[src/logic/tdh_pkg.sv]
package tdh_pkg;

    // ****************************************
    // register map of the slave port
    // ****************************************
    localparam int REG_ADDR_W = 8;
    localparam logic [7:0] REG_CTRL = 8'h00;
    localparam logic [7:0] REG_POLL = 8'h04;
    localparam logic [7:0] REG_DESC_PTR = 8'h08;
    localparam logic [7:0] REG_IRQ_STAT = 8'h0C;
    localparam logic [7:0] REG_IRQ_MASK = 8'h10;
    localparam logic [7:0] REG_STATE = 8'h14;
    localparam logic [7:0] REG_LAST_STATUS = 8'h18;
    localparam int CTRL_ENABLE_BIT = 0;
    localparam int IRQ_W = 3;
    localparam int IRQ_DONE_BIT = 0;
    localparam int IRQ_ERR_BIT = 1;
    localparam int IRQ_EMPTY_BIT = 2;
    localparam logic [2:0] IRQ_MASK_RESET = 3'h0;
    localparam logic [31:0] DESC_PTR_RESET = 32'h0000_0000;

    // ****************************************
    // descriptor layout in system memory
    // ****************************************
    localparam int DESC_WORDS = 4;
    localparam logic [31:0] TX_DESC_STATUS_OFS = 32'h0000_0000;
    localparam logic [31:0] TX_DESC_CONTROL_OFS = 32'h0000_0004;
    localparam logic [31:0] TX_DESC_BUFFER1_PTR_OFS = 32'h0000_0008;
    localparam logic [31:0] TX_DESC_BUFFER2_PTR_OFS = 32'h0000_000C;
    localparam logic [31:0] DESC_STRIDE = 32'h0000_0010;
    localparam logic [31:0] WORD_STEP = 32'h0000_0004;
    localparam logic [31:0] DESC_ALIGN_MASK = 32'hFFFF_FFFC;

    // status word fields
    localparam int OWN_BIT = 31;
    localparam int UR_LSB = 22;
    localparam int ERROR_SUMMARY_BIT = 15;
    localparam int JABBER_TIMEOUT_BIT = 14;
    localparam int CARRIER_DROPPED_BIT = 11;
    localparam int NO_CARRIER_BIT = 10;
    localparam int LATE_COLLISION_BIT = 9;
    localparam int EXCESS_COLLISION_BIT = 8;
    localparam int HEARTBEAT_FAIL_BIT = 7;
    localparam int CC_LSB = 3;
    localparam int UNDERRUN_ERROR_BIT = 1;
    localparam int DEFERRED_BIT = 0;

    // control word fields
    localparam int IC_BIT = 31;
    localparam int LS_BIT = 30;
    localparam int FS_BIT = 29;
    localparam int CRC_APPEND_DISABLE_BIT = 26;
    localparam int END_OF_RING_BIT = 25;
    localparam int NEXT_POINTER_CHAIN_BIT = 24;
    localparam int PAD_DISABLE_BIT = 23;
    localparam int TBS_W = 11;
    localparam int TBS2_LSB = 11;
    localparam int TBS1_LSB = 0;

    typedef enum logic [5:0] {
        ST_IDLE = 6'b000001,
        ST_FETCH = 6'b000010,
        ST_LOAD = 6'b000100,
        ST_SEND = 6'b001000,
        ST_STAT = 6'b010000,
        ST_RELEASE = 6'b100000
    } tdh_state_e;

endpackage : tdh_pkg

[src/logic/tdh_desc_store.sv]
`timescale 1ns/1ps
module tdh_desc_store
    import tdh_pkg::*;
#(
    parameter int WORDS = DESC_WORDS,
    parameter int WIDTH = 32
) (
    input wire logic clock_in,
    input wire logic resetn_in,
    input wire logic wr_en_in,
    input wire logic [$clog2(WORDS)-1:0] wr_idx_in,
    input wire logic [WIDTH-1:0] wr_data_in,
    input wire logic [$clog2(WORDS)-1:0] rd_idx_in,
    output logic [WIDTH-1:0] rd_data_out
);
    // refuse sizes the index and data paths cannot serve
    if (WORDS < 2 || WIDTH < 1) begin : g_bad_size
        $error("tdh_desc_store: WORDS must be at least 2 and WIDTH at least 1");
    end

    typedef struct packed {
        logic [WORDS-1:0][WIDTH-1:0] mem;
        logic [WIDTH-1:0] rdata;
    } tdh_store_s;

    tdh_store_s r;
    tdh_store_s next_r;

    always_comb begin
        next_r = r;
        if (wr_en_in) begin
            next_r.mem[wr_idx_in] = wr_data_in;
        end
        next_r.rdata = r.mem[rd_idx_in];
    end

    always_ff @(posedge clock_in) begin
        if (!resetn_in) begin
            r <= '0;
        end else begin
            r <= next_r;
        end
    end

    assign rd_data_out = r.rdata;

endmodule : tdh_desc_store

[src/logic/tdh_tx_desc.sv]
// The implementer's own choice: strobed register access.
`timescale 1ns/1ps
module tdh_tx_desc
    import tdh_pkg::*;
(
    input wire logic clock_in,
    input wire logic resetn_in,
    input wire logic [REG_ADDR_W-1:0] reg_addr_in,
    input wire logic [31:0] reg_wdata_in,
    input wire logic reg_write_in,
    input wire logic reg_read_in,
    output logic [31:0] reg_rdata_out,
    output logic irq_out,
    output logic mem_req_out,
    output logic mem_write_out,
    output logic [31:0] mem_addr_out,
    output logic [31:0] mem_wdata_out,
    input wire logic mem_ack_in,
    input wire logic [31:0] mem_rdata_in,
    output logic tx_start_out,
    output logic [31:0] buffer_one_pointer_out,
    output logic [31:0] buffer_two_pointer_out,
    output logic [TBS_W-1:0] buffer_one_size_out,
    output logic [TBS_W-1:0] buffer_two_size_out,
    output logic buffer_two_valid_out,
    output logic crc_append_out,
    output logic pad_enable_out,
    output logic first_desc_out,
    output logic last_desc_out,
    input wire logic tx_done_in,
    input wire logic underrun_error_in,
    input wire logic [1:0] underrun_count_in,
    input wire logic excess_collision_in,
    input wire logic late_collision_in,
    input wire logic no_carrier_in,
    input wire logic carrier_dropped_in,
    input wire logic jabber_timeout_in,
    input wire logic heartbeat_fail_in,
    input wire logic [3:0] collision_count_in,
    input wire logic deferred_in
);
    // ****************************************
    // state
    // ****************************************
    typedef struct packed {
        tdh_state_e state;
        logic enable;
        logic poll_pend;
        logic [31:0] desc_ptr;
        logic [1:0] word_idx;
        logic [2:0] load_cnt;
        logic [IRQ_W-1:0] irq_stat;
        logic [IRQ_W-1:0] irq_mask;
        logic irq;
        logic [31:0] rdata;
        logic mem_req;
        logic mem_write;
        logic [31:0] mem_addr;
        logic [31:0] mem_wdata;
        logic tx_start;
        logic [31:0] ctrl;
        logic [31:0] ba1;
        logic [31:0] ba2;
        logic crc_append;
        logic pad_enable;
        logic buf2_valid;
        logic [31:0] status;
    } tdh_core_s;

    tdh_core_s r;
    tdh_core_s next_r;

    logic store_wr;
    logic [1:0] store_rd_idx;
    logic [31:0] store_rd_data;

    // ****************************************
    // status word assembly
    // ****************************************
    function automatic logic [31:0] build_status(
        input logic uf,
        input logic [1:0] ur,
        input logic ec,
        input logic lc,
        input logic nc,
        input logic lo,
        input logic jt,
        input logic hf,
        input logic [3:0] cc,
        input logic de
    );
        logic [31:0] w;
        w = 32'h0000_0000;
        w[UR_LSB +: 2] = ur;
        w[ERROR_SUMMARY_BIT] = uf | ec | lc | nc | lo | jt;
        w[JABBER_TIMEOUT_BIT] = jt;
        w[CARRIER_DROPPED_BIT] = lo;
        w[NO_CARRIER_BIT] = nc;
        w[LATE_COLLISION_BIT] = lc;
        w[EXCESS_COLLISION_BIT] = ec;
        w[HEARTBEAT_FAIL_BIT] = hf;
        w[CC_LSB +: 4] = cc;
        w[UNDERRUN_ERROR_BIT] = uf;
        w[DEFERRED_BIT] = de;
        return w;
    endfunction : build_status

    // descriptor pointer with the low two bits forced to zero
    function automatic logic [31:0] align_desc(input logic [31:0] ptr);
        return ptr & DESC_ALIGN_MASK;
    endfunction : align_desc

    // ****************************************
    // descriptor store
    // ****************************************
    tdh_desc_store #(
        .WORDS(DESC_WORDS),
        .WIDTH(32)
    ) u_store (
        .clock_in(clock_in),
        .resetn_in(resetn_in),
        .wr_en_in(store_wr),
        .wr_idx_in(r.word_idx),
        .wr_data_in(mem_rdata_in),
        .rd_idx_in(store_rd_idx),
        .rd_data_out(store_rd_data)
    );

    // ****************************************
    // next state
    // ****************************************
    always_comb begin
        logic [IRQ_W-1:0] ev;
        ev = '0;
        next_r = r;
        store_wr = 1'b0;
        store_rd_idx = r.load_cnt[1:0];
        next_r.tx_start = 1'b0;
        next_r.rdata = 32'h0000_0000;

        unique case (r.state)
            ST_IDLE: begin
                if (r.enable && r.poll_pend) begin
                    next_r.poll_pend = 1'b0;
                    next_r.state = ST_FETCH;
                    next_r.word_idx = 2'h0;
                    next_r.mem_req = 1'b1;
                    next_r.mem_write = 1'b0;
                    next_r.mem_addr = r.desc_ptr + TX_DESC_STATUS_OFS;
                end
            end
            ST_FETCH: begin
                if (mem_ack_in) begin
                    store_wr = 1'b1;
                    if (r.word_idx == 2'h0 && !mem_rdata_in[OWN_BIT]) begin
                        next_r.mem_req = 1'b0;
                        ev[IRQ_EMPTY_BIT] = 1'b1;
                        next_r.state = ST_IDLE;
                    end else if (r.word_idx == 2'h3) begin
                        next_r.mem_req = 1'b0;
                        next_r.load_cnt = 3'h1;
                        next_r.state = ST_LOAD;
                    end else begin
                        next_r.word_idx = r.word_idx + 2'h1;
                        next_r.mem_addr = r.mem_addr + WORD_STEP;
                    end
                end
            end
            ST_LOAD: begin
                // store answers one cycle after the index
                next_r.load_cnt = r.load_cnt + 3'h1;
                if (r.load_cnt == 3'h2) begin
                    next_r.ctrl = store_rd_data;
                    next_r.crc_append = !store_rd_data[CRC_APPEND_DISABLE_BIT];
                    next_r.pad_enable = !store_rd_data[PAD_DISABLE_BIT];
                    next_r.buf2_valid = !store_rd_data[NEXT_POINTER_CHAIN_BIT];
                end
                if (r.load_cnt == 3'h3) begin
                    next_r.ba1 = store_rd_data;
                end
                if (r.load_cnt == 3'h4) begin
                    next_r.ba2 = store_rd_data;
                    next_r.tx_start = 1'b1;
                    next_r.state = ST_SEND;
                end
            end
            ST_SEND: begin
                if (tx_done_in) begin
                    next_r.status = build_status(underrun_error_in, underrun_count_in, excess_collision_in,
                        late_collision_in, no_carrier_in, carrier_dropped_in, jabber_timeout_in,
                        heartbeat_fail_in, collision_count_in, deferred_in);
                    next_r.mem_req = 1'b1;
                    next_r.mem_write = 1'b1;
                    next_r.mem_addr = r.desc_ptr + TX_DESC_STATUS_OFS;
                    next_r.mem_wdata = next_r.status;
                    next_r.mem_wdata[OWN_BIT] = 1'b1;
                    next_r.state = ST_STAT;
                end
            end
            ST_STAT: begin
                if (mem_ack_in) begin
                    next_r.mem_wdata = r.status;
                    next_r.mem_wdata[OWN_BIT] = 1'b0;
                    next_r.state = ST_RELEASE;
                end
            end
            ST_RELEASE: begin
                if (mem_ack_in) begin
                    ev[IRQ_DONE_BIT] = 1'b1;
                    ev[IRQ_ERR_BIT] = r.status[ERROR_SUMMARY_BIT];
                    if (r.ctrl[NEXT_POINTER_CHAIN_BIT]) begin
                        next_r.desc_ptr = align_desc(r.ba2);
                    end else begin
                        next_r.desc_ptr = r.desc_ptr + DESC_STRIDE;
                    end
                    next_r.mem_write = 1'b0;
                    next_r.word_idx = 2'h0;
                    next_r.mem_addr = next_r.desc_ptr + TX_DESC_STATUS_OFS;
                    next_r.mem_req = r.enable;
                    next_r.state = r.enable ? ST_FETCH : ST_IDLE;
                end
            end
        endcase

        // ****************************************
        // register port
        // ****************************************
        // register writes
        if (reg_write_in) begin
            unique case (reg_addr_in)
                REG_CTRL: next_r.enable = reg_wdata_in[CTRL_ENABLE_BIT];
                REG_POLL: next_r.poll_pend = 1'b1;
                REG_DESC_PTR: begin
                    if (r.state == ST_IDLE) begin
                        next_r.desc_ptr = align_desc(reg_wdata_in);
                    end
                end
                REG_IRQ_STAT: next_r.irq_stat = r.irq_stat & ~reg_wdata_in[IRQ_W-1:0];
                REG_IRQ_MASK: next_r.irq_mask = reg_wdata_in[IRQ_W-1:0];
                default: ;
            endcase
        end
        // events win over a clear in the same cycle
        next_r.irq_stat = next_r.irq_stat | ev;
        next_r.irq = |(next_r.irq_stat & next_r.irq_mask);

        // ****************************************
        // register read data
        // ****************************************
        // register reads, data valid for one cycle only
        if (reg_read_in) begin
            unique case (reg_addr_in)
                REG_CTRL: next_r.rdata = {31'h0000_0000, r.enable};
                REG_DESC_PTR: next_r.rdata = r.desc_ptr;
                REG_IRQ_STAT: next_r.rdata = {29'h0000_0000, r.irq_stat};
                REG_IRQ_MASK: next_r.rdata = {29'h0000_0000, r.irq_mask};
                REG_STATE: next_r.rdata = {26'h0000_000, r.state};
                REG_LAST_STATUS: next_r.rdata = r.status;
                default: next_r.rdata = 32'h0000_0000;
            endcase
        end
    end

    always_ff @(posedge clock_in) begin
        if (!resetn_in) begin
            r <= '0;
            r.state <= ST_IDLE;
            r.desc_ptr <= DESC_PTR_RESET;
            r.irq_mask <= IRQ_MASK_RESET;
            r.crc_append <= 1'b1;
            r.pad_enable <= 1'b1;
            r.buf2_valid <= 1'b1;
        end else begin
            r <= next_r;
        end
    end

    // ****************************************
    // outputs
    // ****************************************
    assign reg_rdata_out = r.rdata;
    assign irq_out = r.irq;
    assign mem_req_out = r.mem_req;
    assign mem_write_out = r.mem_write;
    assign mem_addr_out = r.mem_addr;
    assign mem_wdata_out = r.mem_wdata;
    assign tx_start_out = r.tx_start;
    assign buffer_one_pointer_out = r.ba1;
    assign buffer_two_pointer_out = r.ba2;
    assign buffer_one_size_out = r.ctrl[TBS1_LSB +: TBS_W];
    assign buffer_two_size_out = r.ctrl[TBS2_LSB +: TBS_W];
    assign buffer_two_valid_out = r.buf2_valid;
    assign crc_append_out = r.crc_append;
    assign pad_enable_out = r.pad_enable;
    assign first_desc_out = r.ctrl[FS_BIT];
    assign last_desc_out = r.ctrl[LS_BIT];

endmodule : tdh_tx_desc

[config.mk]
export PLATFORM = sky130hd
export DESIGN_NAME = tdh_tx_desc
export DESIGN_NICKNAME = d
export VERILOG_FILES = /design/src/logic/tdh_pkg.sv /design/src/logic/tdh_desc_store.sv /design/src/logic/tdh_tx_desc.sv
export SDC_FILE = /design/constraint.sdc
export NUM_CORES = 1
export LEC_CHECK = 0
export BUFFER_PORTS_ARGS = -buffer_cell sky130_fd_sc_hd__buf_2
export CELL_PAD_IN_SITES_DETAIL_PLACEMENT = 1
export CELL_PAD_IN_SITES_GLOBAL_PLACEMENT = 1
export CORE_MARGIN = 5
export CORE_UTILIZATION = 42
export DETAILED_ROUTE_END_ITERATION = 12
export GPL_TIMING_DRIVEN = 0
export PLACE_DENSITY_LB_ADDON = 0.3
export SLEW_MARGIN = 40
export SYNTH_ARGS = -nofsm -noshare
export SYNTH_HDL_FRONTEND = slang
export SYNTH_SLANG_ARGS = --single-unit
[constraint.sdc]
create_clock -name clock_in -period 3.1 [get_ports clock_in]
set_clock_uncertainty 0.05 [all_clocks]
set_input_delay 0.155 -clock clock_in [delete_from_list [all_inputs] [get_ports clock_in]]
set_output_delay 0.155 -clock clock_in [all_outputs]
set_load 0.05 [all_outputs]
After elaboration in Yosys (flattened, before gate mapping) --
Index checks and enable logic that the tools add are counted.
Word-level totals: bits in registers 424, input port bits 92, logic and storage cells 155
Operators by class: $add $sub $neg 4, order comparisons 3, eq/ne operators 26, mux-type cells 57, bitwise gates (word level) 9, reduce and logical (&&, ||, !) cells 29
Operator list (count):
- $mux W32 | 10
- $pmux W32 S6 | 1
- $bwmux W128 | 1
- $pmux W32 S4 | 1
- $mux W34 | 3
- $mux W66 | 1
- $bmux W32 S2 | 1
- $demux W32 S2 | 1
- $pmux W32 S2 | 1
- $mux W6 | 9
- $pmux W6 S6 | 1
- $mux W33 | 1
- $add A32 B3 Y32 const B | 1
- $add A32 B5 Y32 const B | 1
- $eq A8 B5 Y1 const B | 3
- $ne A2 B2 Y1 const B | 9
- $eq A8 B4 Y1 const B | 2
- $reduce_and A2 Y1 | 7
- $reduce_and A7 Y1 | 2
- $mux W1 | 12
- $reduce_and A6 Y1 | 2
- $mux W2 | 5
- $mux W5 | 2
- $mux W3 | 3
- other kinds (33) | 48

Longest topological paths before layout --
depth in word-level cells 8, gate-level depth with buffers 10

Hierarchy --
A second synthesis with hierarchy kept.
Unflattened totals: cell total of the unflattened synthesis 2265, area, all modules 19525.0 um^2
By module, submodules not included:
- tdh_tx_desc | times used 1, cells an instance 1637, area an instance 12891.1 um^2
- tdh_desc_store | times used 1, cells an instance 628, area an instance 6633.9 um^2

Worst setup path after synthesis --
OpenSTA, ideal clock, no wires.
kind reg-to-reg, start register r (netlist bit mem_addr_out[9]), end register r (netlist bit mem_addr_out[31]), data arrival time 2.454 ns, slack 0.537 ns, stages on the path, launching flop included 8, cell sequence dfxtp_1 -> nand4_2 -> or4_1 -> buf_2 -> or4_4 -> or4_4 -> o211ai_2 -> a31o_1
On the way: word-level cells in the longest chain between the ends 5
RTL lines:
- from (decl) | RTL line tdh_tx_desc.sv:70 | tdh_core_s r;
- from (signal assigned) | RTL line tdh_tx_desc.sv:274 | r <= next_r;
- $add A32 B3 Y32 | RTL line tdh_tx_desc.sv:165 | next_r.mem_addr = r.mem_addr + WORD_STEP;
- $mux W32 | RTL line tdh_tx_desc.sv:159 | end else if (r.word_idx == 2'h3) begin
- $mux W32 | RTL line tdh_tx_desc.sv:155 | if (r.word_idx == 2'h0 && !mem_rdata_in[OWN_BIT]) begin
- $mux W32 | RTL line tdh_tx_desc.sv:153 | if (mem_ack_in) begin
- $pmux W32 S4 | RTL line tdh_tx_desc.sv:141 | unique case (r.state)
Every way passes these cells. The select of a mux whose other input is x is not followed. A chain may end at the register's enable or synchronous reset.

Final worst setup path --
start register r[277] (netlist bit), end register r[251] (netlist bit)
On the way: word-level cells in the longest chain between the ends 5, elaborated cells between the ends (all ways) 6, classes of those cells eq/ne: 2; mux: 4
RTL lines:
- $eq A6 B6 Y1 | RTL line tdh_tx_desc.sv:141
- $mux W32 | RTL line tdh_tx_desc.sv:141
- $mux W32 | RTL line tdh_tx_desc.sv:234 | if (r.state == ST_IDLE) begin
- $mux W32 | RTL line tdh_tx_desc.sv:230 | unique case (reg_addr_in)
- $mux W33 * | RTL line tdh_tx_desc.sv:229 | if (reg_write_in) begin
Every way passes the cells marked *; elsewhere a longest branch is shown, timed or not.

==> results.md <==
Outcome:
- The flow ran to the end, and the final reports show no timing, DRC or antenna violations.

Power:
- Summing internal, switching and leakage power gives 14.0 mW.
- The maximum ir drop on the vdd rail is 0.427 mV.
- For this design the static power due to leakage is 9.10 nW.
- The power density normalized to cell area is 604 nW/um^2.

Synth:
- Dividing the synthesized area by the synthesized cell count gives 8.08 um^2.
- Summed over all instances, the cell type with the most area after synthesis is dfxtp_1.
- Yosys mapped the design onto 71 distinct sky130hd cell types.
- The total of flip-flops plus latches after synthesis is 402.
- The post-synthesis instance area is 18600 um^2.
- The part of the Yosys area used for sequential elements is 43.2%.
- The synthesized design contains 0 enable-type register cells.
- Of the post-synthesis cell area, the dominant cell type holds 43.2%.
- In the synthesized netlist, the number of instances is 2302.
- Of all flip-flops after synthesis, the portion carrying an async set or reset was 0%.
- During synthesis, Yosys emitted a total of 0 warnings.
- After synthesis, the cell types taking the most area are dfxtp_1 43%, nand2_1 12%, a21oi_1 8.4%, buf_4 7.3%, mux4_2 3.9%.
- The most common flop cell mapped by yosys is dfxtp_1.

Setup path:
- The depth of the worst register-to-register path is 9.
- The worst setup path is launched from a register.
- In this run the critical register-to-register path is launched from r[277].
- The destination of the critical timing path is r[251].
- The category of the most critical setup path is register to register.
- The worst setup path startpoint is r[277].
- Along the worst path, the maximum fanout reaches 10.
- The capture point of the worst reg-to-reg path is r[251].
- Data on the critical path is required at its endpoint by 3.56 ns.
- The signal arrival time at the worst endpoint is 3.44 ns.
- The flop-to-flop setup slack is 0.12 ns.
- The endpoint class of the critical path is a register.

Clock network:
- The clock reaches the later pin of the worst-skew pair after 0.59 ns.
- Buffers inserted during clock tree synthesis total 46.
- The cell at the root of the clock tree is clkbuf_16.
- Buffers added to address setup during post-CTS repair amount to 0.
- Clock-pin slew was measured on the worst setup and hold paths at 0.06 ns.
- CTS saw 402 sinks.
- TritonCTS built the clock tree.
- The CTS H-tree depth is 2.
- The number of buffers on the longest clock path is 3.

Routing:
- The detailed router's first-iteration violation count is 1521.
- The detailed-route wire length per cell is 23.6 um.
- The detailed-route DRC error count is 0.
- For this block, the routed nets add up to 78.8 mm of wire.
- The routed layout has 19.0k vias.
- The number of optimization iterations in the first detailed-route pass is 6.
- Once detail routing completed, the nets flagged for antenna violations numbered 0.
- The mean number of vias per cell is 5.68.

GRT:
- The total overflow left after global routing is 0.
- Entering global routing, the biggest net connects 14 pins.
- The initial antenna violation count is 1.
- The wire length of the first global-routing pass is 117 mm.
- The global-route usage over all layers is 31.4%.
- The via count of the first global-routing pass is 19.8k.

Place:
- At the end of routability-driven placement, the weighted congestion stood at 0.971.
- At the placement stage, the worst setup path has a slack of -0.253 ns.
- The post-placement cell area is 20800 um^2.
- The port buffer count is 265.
- The half-perimeter wire length after detailed placement is 58.7 mm.

Timing:
- The shortest clock period the worst path allows after layout is 2.98 ns.
- The number of setup violations in the final report is 0.
- Setup repair after global routing left no endpoint under its margin.
- Summed over all failing endpoints, the final setup total negative slack is 0 ns.
- The headroom to the max-slew limit is 42.8%.
- In the post-route analysis, the smallest setup slack over all paths is 0.122 ns.
- The maximum operating frequency is 336 MHz.
- The ratio of final minimum period to clock period is 96.1%.
- The number of pins with negative max-slew slack in the final report is 0.
- The number of hold violations in the final report is 0.
- At the pin with the least slew margin, the transition time is 0.858 ns.

Cells and area:
- At the end of the flow the core is filled with cells to 52.7%.
- With fillers left out, the area of the finished cells amounts to 23200 um^2.
- In the final layout, the share of cells above drive strength 1 is 21.9%.
- For this run, the post-layout net count is 2813.
- In the layout the commonest cells are 580 x nand2_1, 402 x dfxtp_1, 311 x a21oi_1.
- The signed area change from the synthesized netlist to the final layout is 24.7%.
- The most common cell after layout, fill and taps aside is nand2_1.

Floorplanning:
- For this design the top-level I/O count stands at 283.
- The floorplan has 77 rows.
- The die footprint is 48600 um^2.
- The die boundary height is 221 um.
- The placeable core area is 44000 um^2.
- From left edge to right edge, the die measures 221 um.
- The initial utilization of the core area, before any placement, comes to 42.3%.

Min path:
- The type of the worst min-delay path is primary input to register.
- The startpoint of the lowest-slack hold path is reg_addr_in[3].

Flow run:
- The count of maximum capacitance violations is 0.
worst max-delay path, cell delays in order, from the launching register on:
cell      delay (ns)
dfxtp_1         0.30
clkbuf_1        0.24
nor4_4          0.37
nand3_1         0.22
clkbuf_1        0.30
nor2_2          0.44
clkbuf_1        0.54
a22oi_1         0.14
o21a_1          0.15
a21oi_1         0.15
worst min-delay path by stage:
| stage | endpoint | depth (start not counted) |
|---|---|---|
| 5_1_grt | reg_rdata_out[2] | 4 |
| 3_3_place_gp | r[273] | 2 |
| 4_1_cts | reg_rdata_out[2] | 4 |
| 2_1_floorplan | r[259] | 2 |
| 6_report | reg_rdata_out[0] | 4 |
| 3_5_place_dp | r[272] | 2 |
cell usage after synthesis, types with 20 or more instances:
cell,n
nor2_1,86
nand4_1,20
o21ai_0,53
a311oi_1,20
mux4_2,32
and2_1,55
dfxtp_1,402
clkbuf_1,167
a21oi_1,311
and3_1,21
nand3_1,51
buf_4,182
a22oi_1,25
nand2_1,580
cell families (layout without fill, tap and decap cells):
group	Yosys count	in the layout	share of synthesized area (%)
AOI/OAI and AO/OA	533	533	17.1
xor gates and xnor gates	26	26	1.22
adders and majority gates	10	10	0.672
buffers and inverters	368	797	11.1
DFF	402	402	43.2
muxes	47	47	4.71
other	1	17	0.0202
and+or+nand+nor	915	915	21.9
metal layers:
layer,vias up,wire length [um],GRT usage (%)
li1,8553,-,-
met1,9400,30600,37.9
met2,789,39200,55.6
met3,211,4960,4.20
met4,2,4010,14.7
met5,-,7,0
layout make-up:
class / instances / area [um^2]
Fill cell: 5431 / 20800
Buffer: 354 / 2030
Inverter: 12 / 45.0
Timing Repair Buffer: 348 / 2160
Clock inverter: 16 / 208
Antenna cell: 1 / 2.50
Tap cell: 592 / 741
Clock buffer: 67 / 1360
Sequential cell: 402 / 8050
Multi-Input combinational cell: 1547 / 8620
state kept, by name (all words and copies together) (netlist names):
register,count
u_store.r,128
r,67
buffer_one_pointer_out,32
buffer_two_pointer_out,32
mem_addr_out,32
reg_rdata_out,32
u_store.rd_data_out,32
mem_wdata_out,16
buffer_one_size_out,11
buffer_two_size_out,11
buffer_two_valid_out,1
crc_append_out,1
first_desc_out,1
irq_out,1
last_desc_out,1
mem_req_out,1
mem_write_out,1
pad_enable_out,1
tx_start_out,1
what timing repair did:
action | CTS | global route
hold buffers | 83 | 0
gates resized for setup | 8 | 12
gates cloned | 0 | 0
hold endpoints to repair | 195 | 0
endpoints found under the setup margin | 50 | 50
metrics by stage:
stage | hold WS, ns | std cells
2_1_floorplan | 0.237 | 2317
3_3_place_gp | 0.360 | 3174
3_5_place_dp | 0.360 | 3174
4_1_cts | 0.0408 | 3339
5_1_grt | 0.0970 | 3338
6_report | 0.0625 | 3339
power breakdown:
group / total, mW / leakage [nW] / internal [mW] / switching [mW]
combinational: 2.77 / 5.08 / 0.862 / 1.91
clock: 5.70 / 0.777 / 3.39 / 2.31
sequential: 5.55 / 3.24 / 5.34 / 0.205
total: 14.0 / 9.10 / 9.59 / 4.42
No activity file was read; power rests on OpenSTA's default activity.
